<file path="src/ldp_pkg.sv">
// package: register map, field layout and codes of the dma front end
package ldp_pkg;
  // ==========================================================
  // register byte offsets
  localparam logic [7:0] ADDR_TX_POLL_KICK = 8'h08;
  localparam logic [7:0] ADDR_RX_POLL_KICK = 8'h10;
  localparam logic [7:0] ADDR_RX_RING_BASE = 8'h18;
  localparam logic [7:0] ADDR_TX_RING_BASE = 8'h20;
  localparam logic [7:0] ADDR_DMA_STATUS   = 8'h28;
  localparam logic [7:0] ADDR_INT_MASK     = 8'h38;
  // ==========================================================
  // reset values
  localparam logic [31:0] POLL_RESET = 32'h0fff_ffff;
  localparam logic [31:0] ZERO32     = 32'h0000_0000;
  localparam logic [1:0]  RING_ALIGN = 2'h0;
  // ==========================================================
  // status field positions
  localparam int FLT_LSB = 23;
  localparam int TXS_LSB = 20;
  localparam int RXS_LSB = 17;
  localparam int NSUM_BIT = 16;
  localparam int ASUM_BIT = 15;
  localparam int FBE_BIT  = 13;
  localparam int EV_W     = 12;
  // latched event bits that exist (0-3, 5-9, 11)
  localparam logic [11:0] EV_MASK   = 12'hbef;
  // normal group: bits 0, 2, 6
  localparam logic [11:0] NORM_MASK = 12'h045;
  // abnormal group: bits 1, 3, 5, 7, 8, 9, 11
  localparam logic [11:0] ABN_MASK  = 12'hbaa;
  // ==========================================================
  // axi responses
  localparam logic [1:0] RESP_OKAY   = 2'h0;
  localparam logic [1:0] RESP_SLVERR = 2'h2;
  // ==========================================================
  // bus fault kinds
  typedef enum logic [2:0] {
    FLT_PARITY = 3'h0,
    FLT_MABORT = 3'h1,
    FLT_TABORT = 3'h2
  } ldp_fault_e;
  // transmit engine states
  typedef enum logic [2:0] {
    TX_STOP = 3'h0, TX_FETCH = 3'h1, TX_SEND = 3'h2, TX_FILL = 3'h3,
    TX_SUSP = 3'h6, TX_WBACK = 3'h7
  } ldp_tx_e;
  // receive engine states
  typedef enum logic [2:0] {
    RX_STOP = 3'h0, RX_FETCH = 3'h1, RX_CHECK = 3'h2, RX_WAIT = 3'h3,
    RX_SUSP = 3'h4, RX_WDESC = 3'h5, RX_FLUSH = 3'h6, RX_DRAIN = 3'h7
  } ldp_rx_e;
endpackage : ldp_pkg

</file>
<file path="src/ldp_dma_front.sv">
// module: register front end and status of the descriptor dma engine
// Operation
// [RULE1] any write to tx poll while tx suspended requests a tx descriptor fetch; the code requests none while bus access is halted after a fault
// [RULE2] software writes tx poll only while tx is suspended
// [RULE3] any write to rx poll while rx suspended requests an rx descriptor fetch; the code requests none while bus access is halted after a fault
// [RULE4] software writes rx poll only while rx is suspended
// [RULE5] rx ring base keeps bits 31..2, bits 1..0 read as zero
// [RULE6] software changes rx ring base only while rx is stopped
// [RULE7] tx ring base keeps bits 31..2, bits 1..0 read as zero
// [RULE8] software changes tx ring base only while tx is stopped
// [RULE9] fault kind field is valid only with fatal flag, never interrupts
// [RULE10] fault kind codes: parity 000, master abort 001, target abort 010
// [RULE11] status bits 22..20 show the tx state, no interrupt
// [RULE12] status bits 19..17 show the rx state, no interrupt
// [RULE13] normal summary bit 16 set by bits 0, 2, 6 or secondary bit 16
// [RULE14] abnormal summary bit 15 set by abnormal bits or secondary bit 15
// [RULE15] bus fault sets fatal bit 13 and stops all bus master access
// [RULE16] after a fatal fault only soft reset restores bus access
// [RULE17] latched flags stay high until software writes one to them
// [RULE18] after reset state fields, fault kind and flags read zero
`timescale 1ns/100ps
module ldp_dma_front
  import ldp_pkg::*;
(
  // clock and reset
  input  wire logic        aclk,
  input  wire logic        aresetn,
  // axi4-lite write address and data
  input  wire logic [7:0]  awaddr,
  input  wire logic        awvalid,
  output logic             awready,
  input  wire logic [31:0] wdata,
  input  wire logic [3:0]  wstrb,
  input  wire logic        wvalid,
  output logic             wready,
  // axi4-lite write response
  output logic [1:0]       bresp,
  output logic             bvalid,
  input  wire logic        bready,
  // axi4-lite read
  input  wire logic [7:0]  araddr,
  input  wire logic        arvalid,
  output logic             arready,
  output logic [31:0]      rdata,
  output logic [1:0]       rresp,
  output logic             rvalid,
  input  wire logic        rready,
  // engine side
  input  wire logic        soft_reset_bit,
  input  wire logic [2:0]  tx_engine_state,
  input  wire logic [2:0]  rx_engine_state,
  input  wire logic [11:0] event_pulse,
  input  wire logic        sec_normal_sum,
  input  wire logic        sec_abnormal_sum,
  input  wire logic        bus_fault,
  input  wire logic [2:0]  bus_fault_kind_in,
  // engine controls
  output logic             tx_fetch_req,
  output logic             rx_fetch_req,
  output logic             bus_master_en,
  output logic [29:0]      tx_ring_start,
  output logic [29:0]      rx_ring_start,
  // interrupt
  output logic             irq
);
  // ==========================================================
  // state
  logic [7:0]  aw_addr, next_aw_addr;
  logic        aw_held, next_aw_held;
  logic [31:0] w_data, next_w_data;
  logic [3:0]  w_strb, next_w_strb;
  logic        w_held, next_w_held;
  logic        b_valid, next_b_valid;
  logic [1:0]  b_resp, next_b_resp;
  logic        r_valid, next_r_valid;
  logic [1:0]  r_resp, next_r_resp;
  logic [31:0] r_data, next_r_data;
  logic [31:0] tx_poll_value, next_tx_poll_value;
  logic [31:0] rx_poll_value, next_rx_poll_value;
  logic [29:0] next_tx_ring_start, next_rx_ring_start;
  logic [11:0] ev_flags, next_ev_flags;
  logic        normal_event_summary, next_normal_event_summary;
  logic        abnormal_event_summary, next_abnormal_event_summary;
  logic        fatal_bus_fault, next_fatal_bus_fault;
  logic [2:0]  bus_fault_kind, next_bus_fault_kind;
  logic [2:0]  tx_state, next_tx_state;
  logic [2:0]  rx_state, next_rx_state;
  logic [15:0] int_mask, next_int_mask;
  logic        tx_req, next_tx_req;
  logic        rx_req, next_rx_req;
  logic        bus_halt, next_bus_halt;
  logic        do_write;
  logic [31:0] wmask;
  logic [31:0] wclr;
  logic [31:0] status_word;
  logic        hit_w;
  // ==========================================================
  // helpers
  function automatic logic [31:0] strb_mask(input logic [3:0] s);
    strb_mask = {{8{s[3]}}, {8{s[2]}}, {8{s[1]}}, {8{s[0]}}};
  endfunction : strb_mask

  // status word as software reads it
  assign status_word = {6'h00, bus_fault_kind, tx_state, rx_state,
                        normal_event_summary, abnormal_event_summary,
                        1'b0, fatal_bus_fault, 1'b0, ev_flags};
  assign do_write = aw_held && w_held && !b_valid;
  assign wmask    = strb_mask(w_strb);
  assign wclr     = w_data & wmask;

  // ==========================================================
  // axi channel handshakes
  assign awready = !aw_held;
  assign wready  = !w_held;
  assign arready = !r_valid;
  assign bvalid  = b_valid;
  assign bresp   = b_resp;
  assign rvalid  = r_valid;
  assign rresp   = r_resp;
  assign rdata   = r_data;
  assign tx_fetch_req  = tx_req;
  assign rx_fetch_req  = rx_req;
  assign bus_master_en = !bus_halt; // RULE15 RULE16
  // bit 16 has no mask bit, so only bits 15..0 can interrupt
  assign irq = |(status_word[15:0] & int_mask);

  // next values of bus slave and registers
  always_comb begin
    next_aw_addr = aw_addr;
    next_aw_held = aw_held;
    next_w_data  = w_data;
    next_w_strb  = w_strb;
    next_w_held  = w_held;
    next_b_valid = b_valid;
    next_b_resp  = b_resp;
    next_r_valid = r_valid;
    next_r_resp  = r_resp;
    next_r_data  = r_data;
    next_tx_poll_value = tx_poll_value;
    next_rx_poll_value = rx_poll_value;
    next_tx_ring_start = tx_ring_start;
    next_rx_ring_start = rx_ring_start;
    next_int_mask = int_mask;
    next_tx_req = 1'b0;
    next_rx_req = 1'b0;
    hit_w = 1'b1;
    if (awvalid && !aw_held) begin
      next_aw_addr = awaddr;
      next_aw_held = 1'b1;
    end
    if (wvalid && !w_held) begin
      next_w_data = wdata;
      next_w_strb = wstrb;
      next_w_held = 1'b1;
    end
    if (b_valid && bready) begin
      next_b_valid = 1'b0;
    end
    if (do_write) begin
      next_aw_held = 1'b0;
      next_w_held  = 1'b0;
      next_b_valid = 1'b1;
      case (aw_addr)
        ADDR_TX_POLL_KICK: begin
          next_tx_poll_value = (tx_poll_value & ~wmask) | wclr;
          // kick honoured only in suspended state, never while bus access is halted
          next_tx_req = (tx_state == TX_SUSP) && !bus_halt; // RULE1
        end
        ADDR_RX_POLL_KICK: begin
          next_rx_poll_value = (rx_poll_value & ~wmask) | wclr;
          next_rx_req = (rx_state == RX_SUSP) && !bus_halt; // RULE3
        end
        ADDR_RX_RING_BASE: begin
          // bits 1..0 are not stored
          next_rx_ring_start = (rx_ring_start & ~wmask[31:2])
                               | wclr[31:2]; // RULE5
        end
        ADDR_TX_RING_BASE: begin
          next_tx_ring_start = (tx_ring_start & ~wmask[31:2])
                               | wclr[31:2]; // RULE7
        end
        ADDR_DMA_STATUS: begin
          hit_w = 1'b1;
        end
        ADDR_INT_MASK: begin
          next_int_mask = (int_mask & ~wmask[15:0]) | wclr[15:0];
        end
        default: begin
          hit_w = 1'b0;
        end
      endcase
      next_b_resp = hit_w ? RESP_OKAY : RESP_SLVERR;
    end
    if (r_valid && rready) begin
      next_r_valid = 1'b0;
    end
    if (arvalid && !r_valid) begin
      next_r_valid = 1'b1;
      next_r_resp  = RESP_OKAY;
      case (araddr)
        ADDR_TX_POLL_KICK: next_r_data = tx_poll_value;
        ADDR_RX_POLL_KICK: next_r_data = rx_poll_value;
        ADDR_RX_RING_BASE: next_r_data = {rx_ring_start, RING_ALIGN}; // RULE5
        ADDR_TX_RING_BASE: next_r_data = {tx_ring_start, RING_ALIGN}; // RULE7
        ADDR_DMA_STATUS:   next_r_data = status_word;
        ADDR_INT_MASK:     next_r_data = {16'h0000, int_mask};
        default: begin
          next_r_data = ZERO32;
          next_r_resp = RESP_SLVERR;
        end
      endcase
    end
  end

  // next values of the status register; a set wins over a clear
  always_comb begin
    logic status_wr;
    status_wr = do_write && (aw_addr == ADDR_DMA_STATUS);
    next_tx_state = tx_engine_state; // RULE11
    next_rx_state = rx_engine_state; // RULE12
    next_ev_flags = ev_flags;
    next_normal_event_summary   = normal_event_summary;
    next_abnormal_event_summary = abnormal_event_summary;
    next_fatal_bus_fault = fatal_bus_fault;
    next_bus_fault_kind  = bus_fault_kind;
    next_bus_halt        = bus_halt;
    if (status_wr) begin
      next_ev_flags = ev_flags & ~wclr[EV_W-1:0]; // RULE17
      if (wclr[NSUM_BIT]) next_normal_event_summary = 1'b0; // RULE17
      if (wclr[ASUM_BIT]) next_abnormal_event_summary = 1'b0; // RULE17
      if (wclr[FBE_BIT]) next_fatal_bus_fault = 1'b0; // RULE17
    end
    next_ev_flags = next_ev_flags | (event_pulse & EV_MASK);
    // a fault sets the flag even in a clearing cycle; bus stays halted
    if (bus_fault) begin
      next_fatal_bus_fault = 1'b1; // RULE15
      next_bus_halt        = 1'b1; // RULE15
    end
    // first fault latches its kind; later faults leave the kind unchanged
    if (bus_fault && !bus_halt) begin
      next_bus_fault_kind = bus_fault_kind_in; // RULE10
    end
    // summaries follow the updated flags so a full clear leaves none
    if (|(next_ev_flags & NORM_MASK) || sec_normal_sum) begin
      next_normal_event_summary = 1'b1; // RULE13
    end
    if (|(next_ev_flags & ABN_MASK) || next_fatal_bus_fault
        || sec_abnormal_sum) begin
      next_abnormal_event_summary = 1'b1; // RULE14
    end
  end

  // register bus slave and register state; only hardware reset clears it
  always_ff @(posedge aclk) begin
    if (!aresetn) begin
      aw_addr <= 8'h00;
      aw_held <= 1'b0;
      w_data  <= ZERO32;
      w_strb  <= 4'h0;
      w_held  <= 1'b0;
      b_valid <= 1'b0;
      b_resp  <= RESP_OKAY;
      r_valid <= 1'b0;
      r_resp  <= RESP_OKAY;
      r_data  <= ZERO32;
      tx_ring_start <= 30'h0000_0000;
      rx_ring_start <= 30'h0000_0000;
      int_mask <= 16'h0000;
    end else begin
      aw_addr <= next_aw_addr;
      aw_held <= next_aw_held;
      w_data  <= next_w_data;
      w_strb  <= next_w_strb;
      w_held  <= next_w_held;
      b_valid <= next_b_valid;
      b_resp  <= next_b_resp;
      r_valid <= next_r_valid;
      r_resp  <= next_r_resp;
      r_data  <= next_r_data;
      tx_ring_start <= next_tx_ring_start;
      rx_ring_start <= next_rx_ring_start;
      int_mask <= next_int_mask;
    end
  end

  // engine facing state; soft reset also restores bus access
  always_ff @(posedge aclk) begin
    if (!aresetn || soft_reset_bit) begin
      tx_poll_value <= POLL_RESET;
      rx_poll_value <= POLL_RESET;
      tx_req   <= 1'b0;
      rx_req   <= 1'b0;
      ev_flags <= 12'h000; // RULE18
      normal_event_summary   <= 1'b0;
      abnormal_event_summary <= 1'b0;
      fatal_bus_fault <= 1'b0; // RULE16
      bus_fault_kind  <= FLT_PARITY;
      bus_halt        <= 1'b0; // RULE16
      tx_state <= TX_STOP;
      rx_state <= RX_STOP;
    end else begin
      tx_poll_value <= next_tx_poll_value;
      rx_poll_value <= next_rx_poll_value;
      tx_req   <= next_tx_req;
      rx_req   <= next_rx_req;
      ev_flags <= next_ev_flags;
      normal_event_summary   <= next_normal_event_summary;
      abnormal_event_summary <= next_abnormal_event_summary;
      fatal_bus_fault <= next_fatal_bus_fault;
      bus_fault_kind  <= next_bus_fault_kind;
      bus_halt        <= next_bus_halt;
      tx_state <= next_tx_state;
      rx_state <= next_rx_state;
    end
  end
endmodule : ldp_dma_front

</file>
<file path="config.mk">
export PLATFORM = sky130hd
export DESIGN_NAME = ldp_dma_front
export DESIGN_NICKNAME = d
export VERILOG_FILES = /design/src/ldp_pkg.sv /design/src/ldp_dma_front.sv
export SDC_FILE = /design/constraint.sdc
export NUM_CORES = 1
export LEC_CHECK = 0
export BUFFER_PORTS_ARGS = -buffer_cell sky130_fd_sc_hd__buf_2
export CORE_AREA = 5 5 151 153
export DETAILED_ROUTE_END_ITERATION = 8
export DIE_AREA = 0 0 156 158
export PLACE_DENSITY = 0.75
export SLEW_MARGIN = 10
export SYNTH_ARGS = -nofsm -noshare
export SYNTH_HDL_FRONTEND = slang
export SYNTH_SLANG_ARGS = --single-unit
</file>
<file path="constraint.sdc">
create_clock -name aclk -period 2.05 [get_ports aclk]
set_input_delay 0.615 -clock aclk [delete_from_list [all_inputs] [get_ports aclk]]
set_output_delay 0.615 -clock aclk [all_outputs]
set_load 0.02 [all_outputs]
</file>
==> qor.yml <==
sta:
  max-slew-margin-rel: 0.537
  hold_violations: 0
  finalSetupViolCount: 1
  report.final.slew_viol_count: 0
  rsz0062_at_grt: "true"
  holdWs_ns: 0.283
  fmax_ghz: 0.429
  finClkSkew_ns: 0.0102
  setup_slack_ns: -0.279
  period_minus_slack_ns: 2.33
  period_share: 1.14
  worstMarginPinSlew_ns: 0.693
critical_path:
  critPathLaunchType: "flop"
  crit_required_ns: 1.43
  crit_chain: "a22oi_2 > nand2_1 > a221oi_2 > nand4_1 > buf_4"
  cpMaxStageDelayCell: "dfxtp_2"
  critPathMaxStageDelay_ns: 0.32
  crit_arrival_ns: 1.71
  crit_type: "reg -> out"
  worst-path-max-fanout: 2
  crit_path_end_kind: "output port"
worst_hold_path:
  hold_path_class: "in -> reg"
synth:
  postSynthCellCount: 1221
  yosys.cell_types.count: 55
  synth_edf_count: 0
  ys_seq_area_frac: 0.478
  synthFlopType: "dfxtp_1"
  ys_ff_latch: 249
  synth_warnings: 0
  syn_area_sq_mm: 0.0104
  synthArstFlopShare: 0
  syn_area_per_cell_sq_um: 8.53
route:
  firstDrtPassIters: 7
  num_vias: 9802
  drc: 0
  drtAntennaViolNets: 0
  viasPerCell: 5.64
  drt_iter0_drc: 848
  wire_per_inst_microns: 18.7
  wl_microns: 32400
floorplan:
  die_y_microns: 158
  dieArea_sq_mm: 0.0246
  row_count: 54
  num_io_pins: 189
  initial_core_util: 0.486
  core_sq_mm: 0.0214
  die_w_microns: 156
clocking:
  cts_max_level: 1
  worstSkewPairLatency_ns: 0.53
  clockRootBuffer: "clkbuf_16"
  cts_buffers: 26
  path_clk_slew_ns: 0.06
  cts_buffer_depth: 3
  cts.sink_count: 249
  cts_tree: "built"
flow_run:
  maxCapViolCount: 0
cells_and_area:
  area_growth_pct: 26.9
  fillers: 1792
  final_cell_area_sq_mm: 0.0132
  regArea_sq_mm: 0.00499
  fin_nets: 1523
  multiInputGateArea_sq_mm: 0.00521
  drive_above_1_share: 0.257
global_routing:
  antenna_found_initial: 2
  grt_usage: 0.251
  grt_pass1_vias: 9374
  grt_pass1_wl_microns: 50100
  grt.overflow.total: 0
  grt_max_degree: 48
power:
  vdd_drop_max_uv: 558
  leakage_nw: 5.83
  p_per_area_mw_per_mm2: 797
  power.total_mw: 10.5
placed_design:
  dp_hpwl_microns: 22700
  placed_area_sq_mm: 0.0121
  place_congestion: 0.921
  numPortBuffers: 184
run_status:
  status: "finished with violations"
  violations: "setup timing"
==> cell families after synthesis <==
group | count (synthesis) | share of synthesized area
AOI/OAI and AO/OA | 256 | 0.173
xor gates and xnor gates | 1 | 0.000841
other | 1 | 0.000360
buffers and inverters | 100 | 0.0396
muxes | 58 | 0.0560
DFF | 249 | 0.478
and+or+nand+nor | 556 | 0.252
==> worst paths after layout <==
check                startpoint              endpoint  slack [ns]  cells after the start
max                        flop                   irq       -0.28                      5
max reg2reg          aw_addr[7]  normal_event_summary        0.06                      7
min reg2reg           rdata[20]             rdata[20]        0.45                      1
min          tx_engine_state[1]           tx_state[1]        0.28                      2
==> cells in the mapped netlist (all sizes together) (2+ instances only) <==
cell,number,area [sq um]
nand2,320,1200
dfxtp,249,4980
a21boi,97,728
nand3,89,445
clkbuf,62,233
mux2i,56,561
a21oi,42,210
nor2b,38,238
o21ai,35,175
buf,27,139
nor2,23,86.3
and2,21,131
a22oi,19,143
a222oi,16,160
a221oi,14,123
inv,11,41.3
or3,11,68.8
a21o,10,75.1
nand4,9,68.8
nor3,9,50.1
nor4,9,114
and3,6,37.5
a31oi,5,31.3
nand2b,5,31.3
and4,4,35.0
o211ai,4,30.0
a211oi,3,22.5
a22o,3,26.3
nand3b,3,22.5
nor4b,3,41.3
o211a,3,30.0
or4b,3,30.0
mux2,2,22.5
==> cells in the final DEF (no fill, tap or decap), drive strengths merged, types with 10 or more instances in the layout <==
cell / instances
nor2b: 38
a21boi: 97
nand3: 89
dfxtp: 249
nand2: 320
a21o: 10
inv: 11
nor2: 23
a222oi: 16
mux2i: 56
a22oi: 19
o21ai: 35
a221oi: 14
buf: 278
and2: 21
clkbuf: 37
or3: 11
a21oi: 42
==> worst max-delay path: cells and delay by family (launching register included) <==
family	cells	cell delay, ns
simple gates	2	0.30
compound gates	2	0.36
flops	1	0.32
buf+inv	1	0.22
==> report_power, final <==
part           switching [mW]  internal, mW
combinational           0.466         0.328
sequential              0.119          4.94
clock                    1.92          2.77
==> final cells by class <==
cell class,count,share of cell area
flip-flops and latches,249,0.378
clock buffers,37,0.0592
inverters,11,0.00312
well taps,280,0.0265
repair buffers,278,0.133
clock inverters,9,0.00587
diodes,1,0.000189
multi-input cells,873,0.394
==> layer usage <==
| layer | vias to the layer above | GRT usage | part of all wire |
|---|---|---|---|
| li1 | 4674 | - | - |
| met1 | 4556 | 0.333 | 0.41 |
| met2 | 487 | 0.414 | 0.47 |
| met3 | 83 | 0.0402 | 0.086 |
| met4 | 2 | 0.0950 | 0.034 |
| met5 | - | 0 | 0.00040 |
==> per-stage QoR <==
| step | setup TNS, ns | setup slack (ns) | util | instances |
|---|---|---|---|---|
| finish | -0.279 | -0.279 | 0.617 | 1738 |
| global route | -0.336 | -0.286 | 0.617 | 1738 |
| CTS | -0.225 | -0.216 | 0.611 | 1733 |
| detailed placement | -6.83 | -0.220 | 0.565 | 1682 |
| global placement | -4.14 | -0.124 | 0.565 | 1682 |
| floorplan | -0.102 | -0.0102 | - | 1222 |
==> what timing repair did <==
item	in CTS	in global routing
endpoints found under the hold margin	0	0
setup endpoints to repair	64	140
hold buffers	0	0
resized for setup	25	36
pin swaps	6	9
buffers inserted	5	4
Note: power is estimated with default switching activity, not from simulation.
